[config.mk]
export PLATFORM = sky130hd
export DESIGN_NAME = dpio_top
export DESIGN_NICKNAME = d
export VERILOG_FILES = /design/src/include/dpio_pkg.sv /design/src/logic/dpio_top.sv
export SDC_FILE = /design/constraint.sdc
export NUM_CORES = 1
export LEC_CHECK = 0
export BUFFER_PORTS_ARGS = -buffer_cell sky130_fd_sc_hd__buf_4
export CAP_MARGIN = 25
export CORE_MARGIN = 2
export CORE_UTILIZATION = 40
export CTS_CLUSTER_SIZE = 40
export DETAILED_ROUTE_END_ITERATION = 10
export PLACE_DENSITY = 0.65
export SLEW_MARGIN = 0
export SYNTH_ARGS = -nofsm -noshare
export SYNTH_HDL_FRONTEND = slang
export SYNTH_SLANG_ARGS = --single-unit
[constraint.sdc]
create_clock -name clk -period 2 [get_ports clk]
set_input_delay 0.3 -clock clk [delete_from_list [all_inputs] [get_ports clk]]
set_output_delay 0.3 -clock clk [all_outputs]
set_load 0.03 [all_outputs]
[src/include/dpio_pkg.sv]
// Package for the dual-port I/O address decode and IRQ routing block
`default_nettype none
package dpio_pkg;
  localparam int          ADDR_W      = 10;
  localparam int          SEL_W       = 3;
  localparam int          ROUTE_W     = 3;
  localparam int          IRQ_LINES   = 8;
  localparam int          NPORTS      = 2;
  localparam int          LOW_BITS    = 3;
  localparam int          SW_EN_BIT   = 3;
  // Base addresses
  localparam logic [9:0]  BASE_3F8    = 10'h3F8;
  localparam logic [9:0]  BASE_2F8    = 10'h2F8;
  localparam logic [9:0]  BASE_3E8    = 10'h3E8;
  localparam logic [9:0]  BASE_2E8    = 10'h2E8;
  localparam logic [9:0]  BASE_2A0    = 10'h2A0;
  localparam logic [9:0]  BASE_300    = 10'h300;
  localparam logic [9:0]  BASE_328    = 10'h328;
  // Switch codes, bit set means switch On; bit 0 is position 1
  localparam logic [2:0]  SEL_3F8     = 3'h7;
  localparam logic [2:0]  SEL_2F8     = 3'h3;
  localparam logic [2:0]  SEL_3E8     = 3'h5;
  localparam logic [2:0]  SEL_2E8     = 3'h1;
  localparam logic [2:0]  SEL_2A0     = 3'h6;
  localparam logic [2:0]  SEL_300     = 3'h2;
  localparam logic [2:0]  SEL_328     = 3'h4;
  // Route selector: 0 none, else IRQ line number
  localparam logic [2:0]  ROUTE_NONE  = 3'h0;
  localparam logic [2:0]  ROUTE_IRQ3  = 3'h3;
  localparam logic [2:0]  ROUTE_IRQ4  = 3'h4;
  localparam logic [3:0]  SW1_DEFAULT = 4'hF;
  localparam logic [3:0]  SW2_DEFAULT = 4'hB;

  typedef enum logic [1:0]
  {
    DPIO_MODE_NORMAL = 2'h0,
    DPIO_MODE_SHARED = 2'h1,
    DPIO_MODE_MASTER = 2'h3
  } dpio_mode_type;

  typedef struct packed
  {
    logic [3:0]    base_sel;
    logic [2:0]    route;
    dpio_mode_type mode;
  } dpio_cfg_type;
endpackage
`default_nettype wire

[src/logic/dpio_top.sv]
// Address decode and interrupt routing for a two-port serial adapter
// Functional notes
// - Each enabled port answers only its eight-address window at its base.
// - Each port has its own independent base selector.
// - Three selector bits map to 3F8,2F8,3E8,2E8,2A0,300,328.
// - Selector bit three enables the port; off means no decode.
// - Each port steers its request to one chosen line, or none.
// - Ports naming the same line in shared mode may share it.
// - Defaults: port one 3F8 on IRQ4, port two 2F8 on IRQ3.
// - Normal drives alone; shared cooperates; one master pulls line down.
`timescale 1ns/1ps
`default_nettype none
module dpio_top
#(
  parameter dpio_pkg::dpio_cfg_type PORT1_DEFAULT = '{dpio_pkg::SW1_DEFAULT,
                                       dpio_pkg::ROUTE_IRQ4, dpio_pkg::DPIO_MODE_NORMAL},
  parameter dpio_pkg::dpio_cfg_type PORT2_DEFAULT = '{dpio_pkg::SW2_DEFAULT,
                                       dpio_pkg::ROUTE_IRQ3, dpio_pkg::DPIO_MODE_NORMAL}
)
(
  input  wire logic                              clk,
  input  wire logic                              rst,
  input  wire logic                              cfg_load,
  input  wire dpio_pkg::dpio_cfg_type            port1_cfg,
  input  wire dpio_pkg::dpio_cfg_type            port2_cfg,
  input  wire logic [dpio_pkg::ADDR_W-1:0]       io_addr,
  input  wire logic                              io_rd,
  input  wire logic                              io_wr,
  input  wire logic [dpio_pkg::NPORTS-1:0]       port_irq,
  output logic [dpio_pkg::NPORTS-1:0]            port_cs,
  output logic [dpio_pkg::LOW_BITS-1:0]          port_reg_sel,
  output logic [dpio_pkg::IRQ_LINES-1:0]         irq_out,
  output logic [dpio_pkg::IRQ_LINES-1:0]         irq_oe_n,
  output logic [dpio_pkg::IRQ_LINES-1:0]         irq_pulldown
);

  // ------------------------------------------------------------
  // Configuration
  // ------------------------------------------------------------
  dpio_pkg::dpio_cfg_type cfg_reg [dpio_pkg::NPORTS];

  always_ff @(posedge clk)
  begin
    if (rst)
    begin
      cfg_reg[0] <= PORT1_DEFAULT;
      cfg_reg[1] <= PORT2_DEFAULT;
    end
    else if (cfg_load)
    begin
      cfg_reg[0] <= port1_cfg;
      cfg_reg[1] <= port2_cfg;
    end
  end

  // ------------------------------------------------------------
  // Base selection
  // ------------------------------------------------------------
  function automatic logic [dpio_pkg::ADDR_W:0] base_of(input logic [3:0] sel);
    logic [dpio_pkg::ADDR_W:0] r;
    r = '0;
    if (sel[dpio_pkg::SW_EN_BIT])
    begin
      unique case (sel[dpio_pkg::SEL_W-1:0])
        dpio_pkg::SEL_3F8: r = {1'b1, dpio_pkg::BASE_3F8};
        dpio_pkg::SEL_2F8: r = {1'b1, dpio_pkg::BASE_2F8};
        dpio_pkg::SEL_3E8: r = {1'b1, dpio_pkg::BASE_3E8};
        dpio_pkg::SEL_2E8: r = {1'b1, dpio_pkg::BASE_2E8};
        dpio_pkg::SEL_2A0: r = {1'b1, dpio_pkg::BASE_2A0};
        dpio_pkg::SEL_300: r = {1'b1, dpio_pkg::BASE_300};
        dpio_pkg::SEL_328: r = {1'b1, dpio_pkg::BASE_328};
        default:           r = '0;
      endcase
    end
    return r;
  endfunction

  // ------------------------------------------------------------
  // Address decode
  // ------------------------------------------------------------
  logic [dpio_pkg::NPORTS-1:0] hit;

  genvar gp;
  generate
    for (gp = 0; gp < dpio_pkg::NPORTS; gp++)
    begin : g_dec
      logic [dpio_pkg::ADDR_W:0] b;
      assign b = base_of(cfg_reg[gp].base_sel);
      assign hit[gp] = b[dpio_pkg::ADDR_W] && (io_rd || io_wr) &&
                       (io_addr[dpio_pkg::ADDR_W-1:dpio_pkg::LOW_BITS] ==
                        b[dpio_pkg::ADDR_W-1:dpio_pkg::LOW_BITS]);
    end
  endgenerate

  always_ff @(posedge clk)
  begin
    if (rst)
    begin
      port_cs      <= '0;
      port_reg_sel <= '0;
    end
    else
    begin
      port_cs      <= hit;
      port_reg_sel <= io_addr[dpio_pkg::LOW_BITS-1:0];
    end
  end

  // ------------------------------------------------------------
  // Interrupt routing
  // ------------------------------------------------------------
  logic [dpio_pkg::IRQ_LINES-1:0] drv_n, lvl, pd;

  always_comb
  begin
    drv_n = '1;
    lvl   = '0;
    pd    = '0;
    for (int p = 0; p < dpio_pkg::NPORTS; p++)
    begin
      if (cfg_reg[p].route != dpio_pkg::ROUTE_NONE)
      begin
        if (cfg_reg[p].mode == dpio_pkg::DPIO_MODE_NORMAL)
        begin
          drv_n[cfg_reg[p].route] = 1'b0;
          lvl[cfg_reg[p].route]   = lvl[cfg_reg[p].route] | port_irq[p];
        end
        else
        begin
          if (port_irq[p])
          begin
            drv_n[cfg_reg[p].route] = 1'b0;
            lvl[cfg_reg[p].route]   = 1'b1;
          end
          if (cfg_reg[p].mode == dpio_pkg::DPIO_MODE_MASTER)
            pd[cfg_reg[p].route] = 1'b1;
        end
      end
    end
  end

  always_ff @(posedge clk)
  begin
    if (rst)
    begin
      irq_out      <= '0;
      irq_oe_n     <= '1;
      irq_pulldown <= '0;
    end
    else
    begin
      irq_out      <= lvl;
      irq_oe_n     <= drv_n;
      irq_pulldown <= pd;
    end
  end
endmodule
`default_nettype wire

==> results of run 1 <==
## cells by family (layout without fill, tap and decap cells)
logic type	after synthesis	after routing	synth area share, %
AOI/OAI and AO/OA	43	43	16.9
DFF	47	47	54.9
and+or+nand+nor	87	87	23.1
buffers and inverters	18	84	3.43
xor gates and xnor gates	2	2	0.857
muxes	1	1	0.490
other	2	3	0.368
## through the flow
| stage | cells | hold slack (ps) | worst slack [ps] |
|---|---|---|---|
| after floorplan | 201 | 372 | 494 |
| after global placement | 329 | 513 | 333 |
| after detailed placement | 329 | 517 | 317 |
| after CTS | 337 | 208 | 245 |
| after global routing | 337 | 204 | 127 |
| final | 337 | 211 | 249 |
## synth_stat cells, drive strengths merged, types with 2 or more instances
library cell,count
a21oi,5
and3,2
nand4,5
edfxtp,18
a21o,4
conb,2
nor2b,5
a221oi,9
dfxtp,29
nand3,4
o21ai,7
nor3b,7
clkbuf,6
a2111oi,3
and3b,2
or2,2
buf,3
o211ai,3
and2,9
nand2b,11
a2111o,2
nand2,24
nor2,13
a32oi,4
inv,9
xor2,2
## power by group through the flow
stage                     Combinational [mW]  Sequential, mW  Clock, mW
final                                  0.323            1.10      0.557
after global routing                   0.354            1.11      0.615
after CTS                              0.324            1.10      0.569
after detailed placement               0.322            1.12          0
after global placement                 0.323            1.12          0
after floorplan                        0.149            1.15          0
## worst max-delay path, cell delays in order, from the launching register on
cell       delay (ps)
edfxtp_1          540
xor2_1            270
a2111oi_4          80
a2111oi_2         530
a221oi_1          170
## worst paths after layout
kind                                                   from                         end  slack (ps)
worst min register to register  cfg_reg[0][8]$_SDFFCE_PN1P_       port_cs[0]$_SDFF_PP0_         610
worst max-delay path            cfg_reg[0][3]$_SDFFCE_PN0P_       irq_out[2]$_SDFF_PP0_         250
worst min-delay path                             io_addr[1]  port_reg_sel[1]$_SDFF_PP0_         210
worst max register to register  cfg_reg[0][3]$_SDFFCE_PN0P_       irq_out[2]$_SDFF_PP0_         250
## routing by layer
metal  wire length (um)  vias to the layer above
met5                  0                        -
met4                 58                        0
met3                264                        6
met2               1990                       62
met1               2020                      762
li1                   -                      849
## final cells by class
| class | instances | area (um2) |
|---|---|---|
| fill | 491 | 2320 |
| sequential | 47 | 1120 |
| multi-input combinational | 136 | 856 |
| timing repair buffer | 67 | 503 |
| tap | 70 | 87.6 |
| clock buffer | 6 | 72.6 |
| inverter | 9 | 33.8 |
| clock inverter | 2 | 13.8 |
==> results.txt, run 1 <==
status = finished, final reports clean
Worst-Skew Late Latency = 300 ps
post-DR vias/cell = 4.98
Rel. slew slack = 61.7%
Die ar. = 5700 um2
Hold Buf Count CTS = 0
clk sinks = 47
initial antenna violation count = 0
Slew @ Worst Pin = 569 ps
Pwr Density = 737 nW/um2
placed inst area = 2600 um2
Post-Synthesis Cells = 200
Yosys reg bits = 47
I/O pin cnt = 64
setup violators final = 0
HPWL Detailed = 3.17 mm
Avg Cell Area, Syn = 10.2 um2
share of layout cells above drive strength 1 = 30.7%
router iterations before antenna repair = 4
Wirelength per Cell = 12.9 um
GR peak layer = met2
total gr overflow = 0
GRT met2 Usage = 26.0%
max reg flops = 18
share of the synthesized area in the top cell type = 28.4%
post-layout min period = 1750 ps
kind of critical path = flop to flop
crit path DAT = 1910 ps
n_diodes = 0
RSZ-0062 raised after global routing = false
top post-synthesis cells by area = dfxtp_1, edfxtp_1, nand2_1
LEAKAGE = 1.08 nW
Post-CTS Repair Setup Buffers = 0
CTS max path bufs = 2
most frequent cells in the layout = buf_4, dfxtp_1, nand2_1
r2r worst-path depth = 4
top_reg_cell synth = dfxtp_1
Die Wd = 75.5 um
design area = 2690 um2
# Max-Cap Violations = 0
PostCTS Resize Cnt = 0
PortBufs = 63
total power = 1.98 mW
grt met1 use = 21.4%
clock slew at reported path FFs = 90 ps
Seq pwr share = 55.6%
row cnt = 26
largest net degree at the start of global routing = 25
Starting Density = 40.8%
endpoints failing hold = 0
Logic pwr share = 16.3%
yosys warns = 0
CTS HTree Levels = 2
CTS buffer count = 5
Final Slew Violations = 0
first-pass GRT wire length = 6.98 mm
Setup TNS = 0 ps
most common cell after layout, fill and taps aside = buf_4
Switching Share = 27.2%
sequential area share after synthesis = 54.9%
Synth-to-Final Area Change = 31.5%
Crit Path Max Fanout = 11
CTS root buf = clkbuf_8
Hold Path Cell Cnt = 2
routability cong. = 0.843
crit path capture type = flop
GRT Resource Usage Total = 16.3%
Core ar. = 5010 um2
Max Fclk = 571 MHz
DRT antenna net count = 0
GR Util met3 = 4.50%
library cells used by synthesis = 42
Clock Power Share = 28.1%
Worst Hold Class = input pin to flop
P_int = 1.44 mW
Post-synth EDFFs = 18
final core occ = 53.6%
detailed-route wire length = 4.34 mm
NetSw = 539 uW
vias in the first global route = 1451
Clock Skew = 11.5 ps
die height = 75.5 um
1st-iter DRT viols = 117
TritonCTS clock tree = built
CP required = 2160 ps
post-synth top area cell = dfxtp_1
maximum VDD drop = 0.000353 V
CP Launch Type = flop
drc violations = 0
area of the mapped netlist = 2040 um2
Layout Nets = 301
Post-synth ARST share = 0%
period utilization = 87.6%
vias post-DR = 1679
Note: power is estimated with default switching activity, not from simulation.
==> run 2, diff against run 1 <==
--- a/config.mk
+++ b/config.mk
@@ -12,6 +12,7 @@
 export CTS_CLUSTER_SIZE = 40
 export DETAILED_ROUTE_END_ITERATION = 10
 export PLACE_DENSITY = 0.65
+export SETUP_SLACK_MARGIN = 0.5
 export SLEW_MARGIN = 0
 export SYNTH_ARGS = -nofsm -noshare
 export SYNTH_HDL_FRONTEND = slang
==> run 2 against run 1 <==
Sequential power about the same. Design area grew 4.6%. Non-clock buffer count rose by 6. Highest routed layer unchanged.
==> results.txt, run 2 (synthesis gave the netlist of run 1 again) <==
status = finished, final reports clean
delay-heaviest family, CP = compound AO/OA/AOI/OAI gates
crit path capture type = flop
Die Wd = 75.5 um (unchanged)
CTS buffer count = 5 (unchanged)
Worst Hold Class = input pin to flop
endpoints failing hold = 0 (unchanged)
Starting Density = 40.8% (unchanged)
post-layout min period = 1580 ps (-174 ps)
Clock Skew = 7.83 ps (-3.66 ps)
Die ar. = 5700 um2 (unchanged)
CP Launch Type = flop
CTS root buf = clkbuf_8
Buf+Inv Stages, Crit Path = 1 (+1)
Max Fclk = 634 MHz (+11%)
Layout Cells excl Fill = 343 (+1.8%)
r2r worst-path depth = 5 (+1)
largest net degree at the start of global routing = 25 (unchanged)
Pwr Density = 728 nW/um2 (-1.2%)
Hold Buf Count CTS = 0 (unchanged)
first-pass GRT wire length = 6.96 mm (-0.19%)
Slew @ Worst Pin = 577 ps (+8.20 ps)
# Max-Cap Violations = 0 (unchanged)
CTS HTree Levels = 2 (unchanged)
Synth-to-Final Area Change = 37.6%
Wirelength per Cell = 13.1 um (+1.6%)
routability cong. = 0.879 (+4.3%)
total gr overflow = 0 (unchanged)
CP Cell Sequence = xor2_2 > a2111oi_4 > buf_4 > a2111oi_4 > a221oi_1
setup violators final = 0 (unchanged)
HPWL Detailed = 3.17 mm (+0.16%)
n_diodes = 0 (unchanged)
CP required = 2200 ps (+40 ps)
GRT Resource Usage Total = 16.2% (-0.12 points)
WP depth = 5 (+1)
most frequent cells in the layout = buf_4, dfxtp_1, nand2_1
Worst path most repeated cell = a2111oi_4
1st-iter DRT viols = 106 (-9.4%)
max reg flops = 18 (unchanged)
CP max stage delay = 430 ps (-110 ps)
RSZ-0062 raised after global routing = true
Hold Path Origin = io_addr[0]
period utilization = 78.9% (-8.7 points)
final core occ = 56.1% (+2.5 points)
PortBufs = 63 (unchanged)
Hold Path Cell Cnt = 2 (unchanged)
kind of critical path = flop to flop
Rel. slew slack = 61.1% (-0.55 points)
detailed-route wire length = 4.48 mm (+3.4%)
placed instance count = 329 (unchanged)
initial antenna violation count = 0 (unchanged)
die height = 75.5 um (unchanged)
clk sinks = 47 (unchanged)
post-DR vias/cell = 5.09 (+2.2%)
clock slew at reported path FFs = 80 ps (about the same)
I/O pin cnt = 64 (unchanged)
Layout Nets = 307 (+2.0%)
TritonCTS clock tree = built
vias post-DR = 1746 (+4.0%)
Setup TNS = 0 ps (unchanged)
Crit Path Max Fanout = 3 (-8)
share of layout cells above drive strength 1 = 35.5% (+4.8 points)
maximum VDD drop = 0.000299 V (-15%)
Core ar. = 5010 um2 (unchanged)
CTS max path bufs = 2 (unchanged)
crit path launch = cfg_reg[0][12]$_SDFFCE_PN1P_
design area = 2810 um2 (+4.6%)
DRT antenna net count = 0 (unchanged)
router iterations before antenna repair = 4 (unchanged)
placed inst area = 2600 um2 (unchanged)
Final Slew Violations = 0 (unchanged)
Worst-Skew Late Latency = 290 ps (about the same)
slowest stage cell on the critical path = edfxtp_1
Reg2Reg Launch Point = cfg_reg[0][12]$_SDFFCE_PN1P_
Hold Worst Slack = 220 ps (+9.19 ps)
LEAKAGE = 1.13 nW (+4.2%)
row cnt = 26 (unchanged)
crit path DAT = 1780 ps (-130 ps)
most common cell after layout, fill and taps aside = buf_4
drc violations = 0 (unchanged)
vias in the first global route = 1495 (+3.0%)
run 2: worst reg2reg max path, cell delays in order, from the launching register on:
cell       delay, ps
edfxtp_1         430
xor2_2           210
a2111oi_4        310
buf_4            190
a2111oi_4         80
a221oi_1         260
run 2: cell type report:
type                    count  area (um2)
inverters                   9        33.8
multi-input cells         136         925
repair buffers             73         548
fillers                   479        2200
well taps                  70        87.6
clock buffers               7        87.6
clock inverters             1        8.76
flip-flops and latches     47        1120
run 2: what timing repair did:
item                                   CTS  global route
setup endpoints to repair                7            10
endpoints found under the hold margin    0             0
buffers inserted                         5             1
gates resized for setup                  1             9
pin swaps                                0             3
run 2: path summary, 6_finish.rpt:
| check | endpoint | slack (ps) |
|---|---|---|
| setup / recovery | irq_out[1]$_SDFF_PP0_ | 420 |
| hold / removal | port_reg_sel[0]$_SDFF_PP0_ | 220 |
| setup reg to reg | irq_out[1]$_SDFF_PP0_ | 420 |
| hold reg to reg | port_cs[0]$_SDFF_PP0_ | 620 |
run 2: per-stage QoR:
stage	power, mW	setup WS, ps
final	2.05	422
after global routing	2.14	333
after CTS	2.05	482
after detailed placement	1.44	369
after global placement	1.44	396
after floorplan	1.30	534
run 2: layer usage:
metal	vias up	share of wire, %	routed length, um	global-route usage, %
li1	860	-	-	-
met5	-	0	0	0
met4	0	1.3	57	4.09
met3	8	5.7	256	4.37
met1	809	46	2060	22.3
met2	69	47	2110	25.4
run 2: power breakdown:
| group | switching [mW] | internal [mW] | total [mW] |
|---|---|---|---|
| sequential | 0.0397 | 1.05 | 1.09 |
| combinational | 0.207 | 0.162 | 0.370 |
| clock | 0.297 | 0.288 | 0.585 |
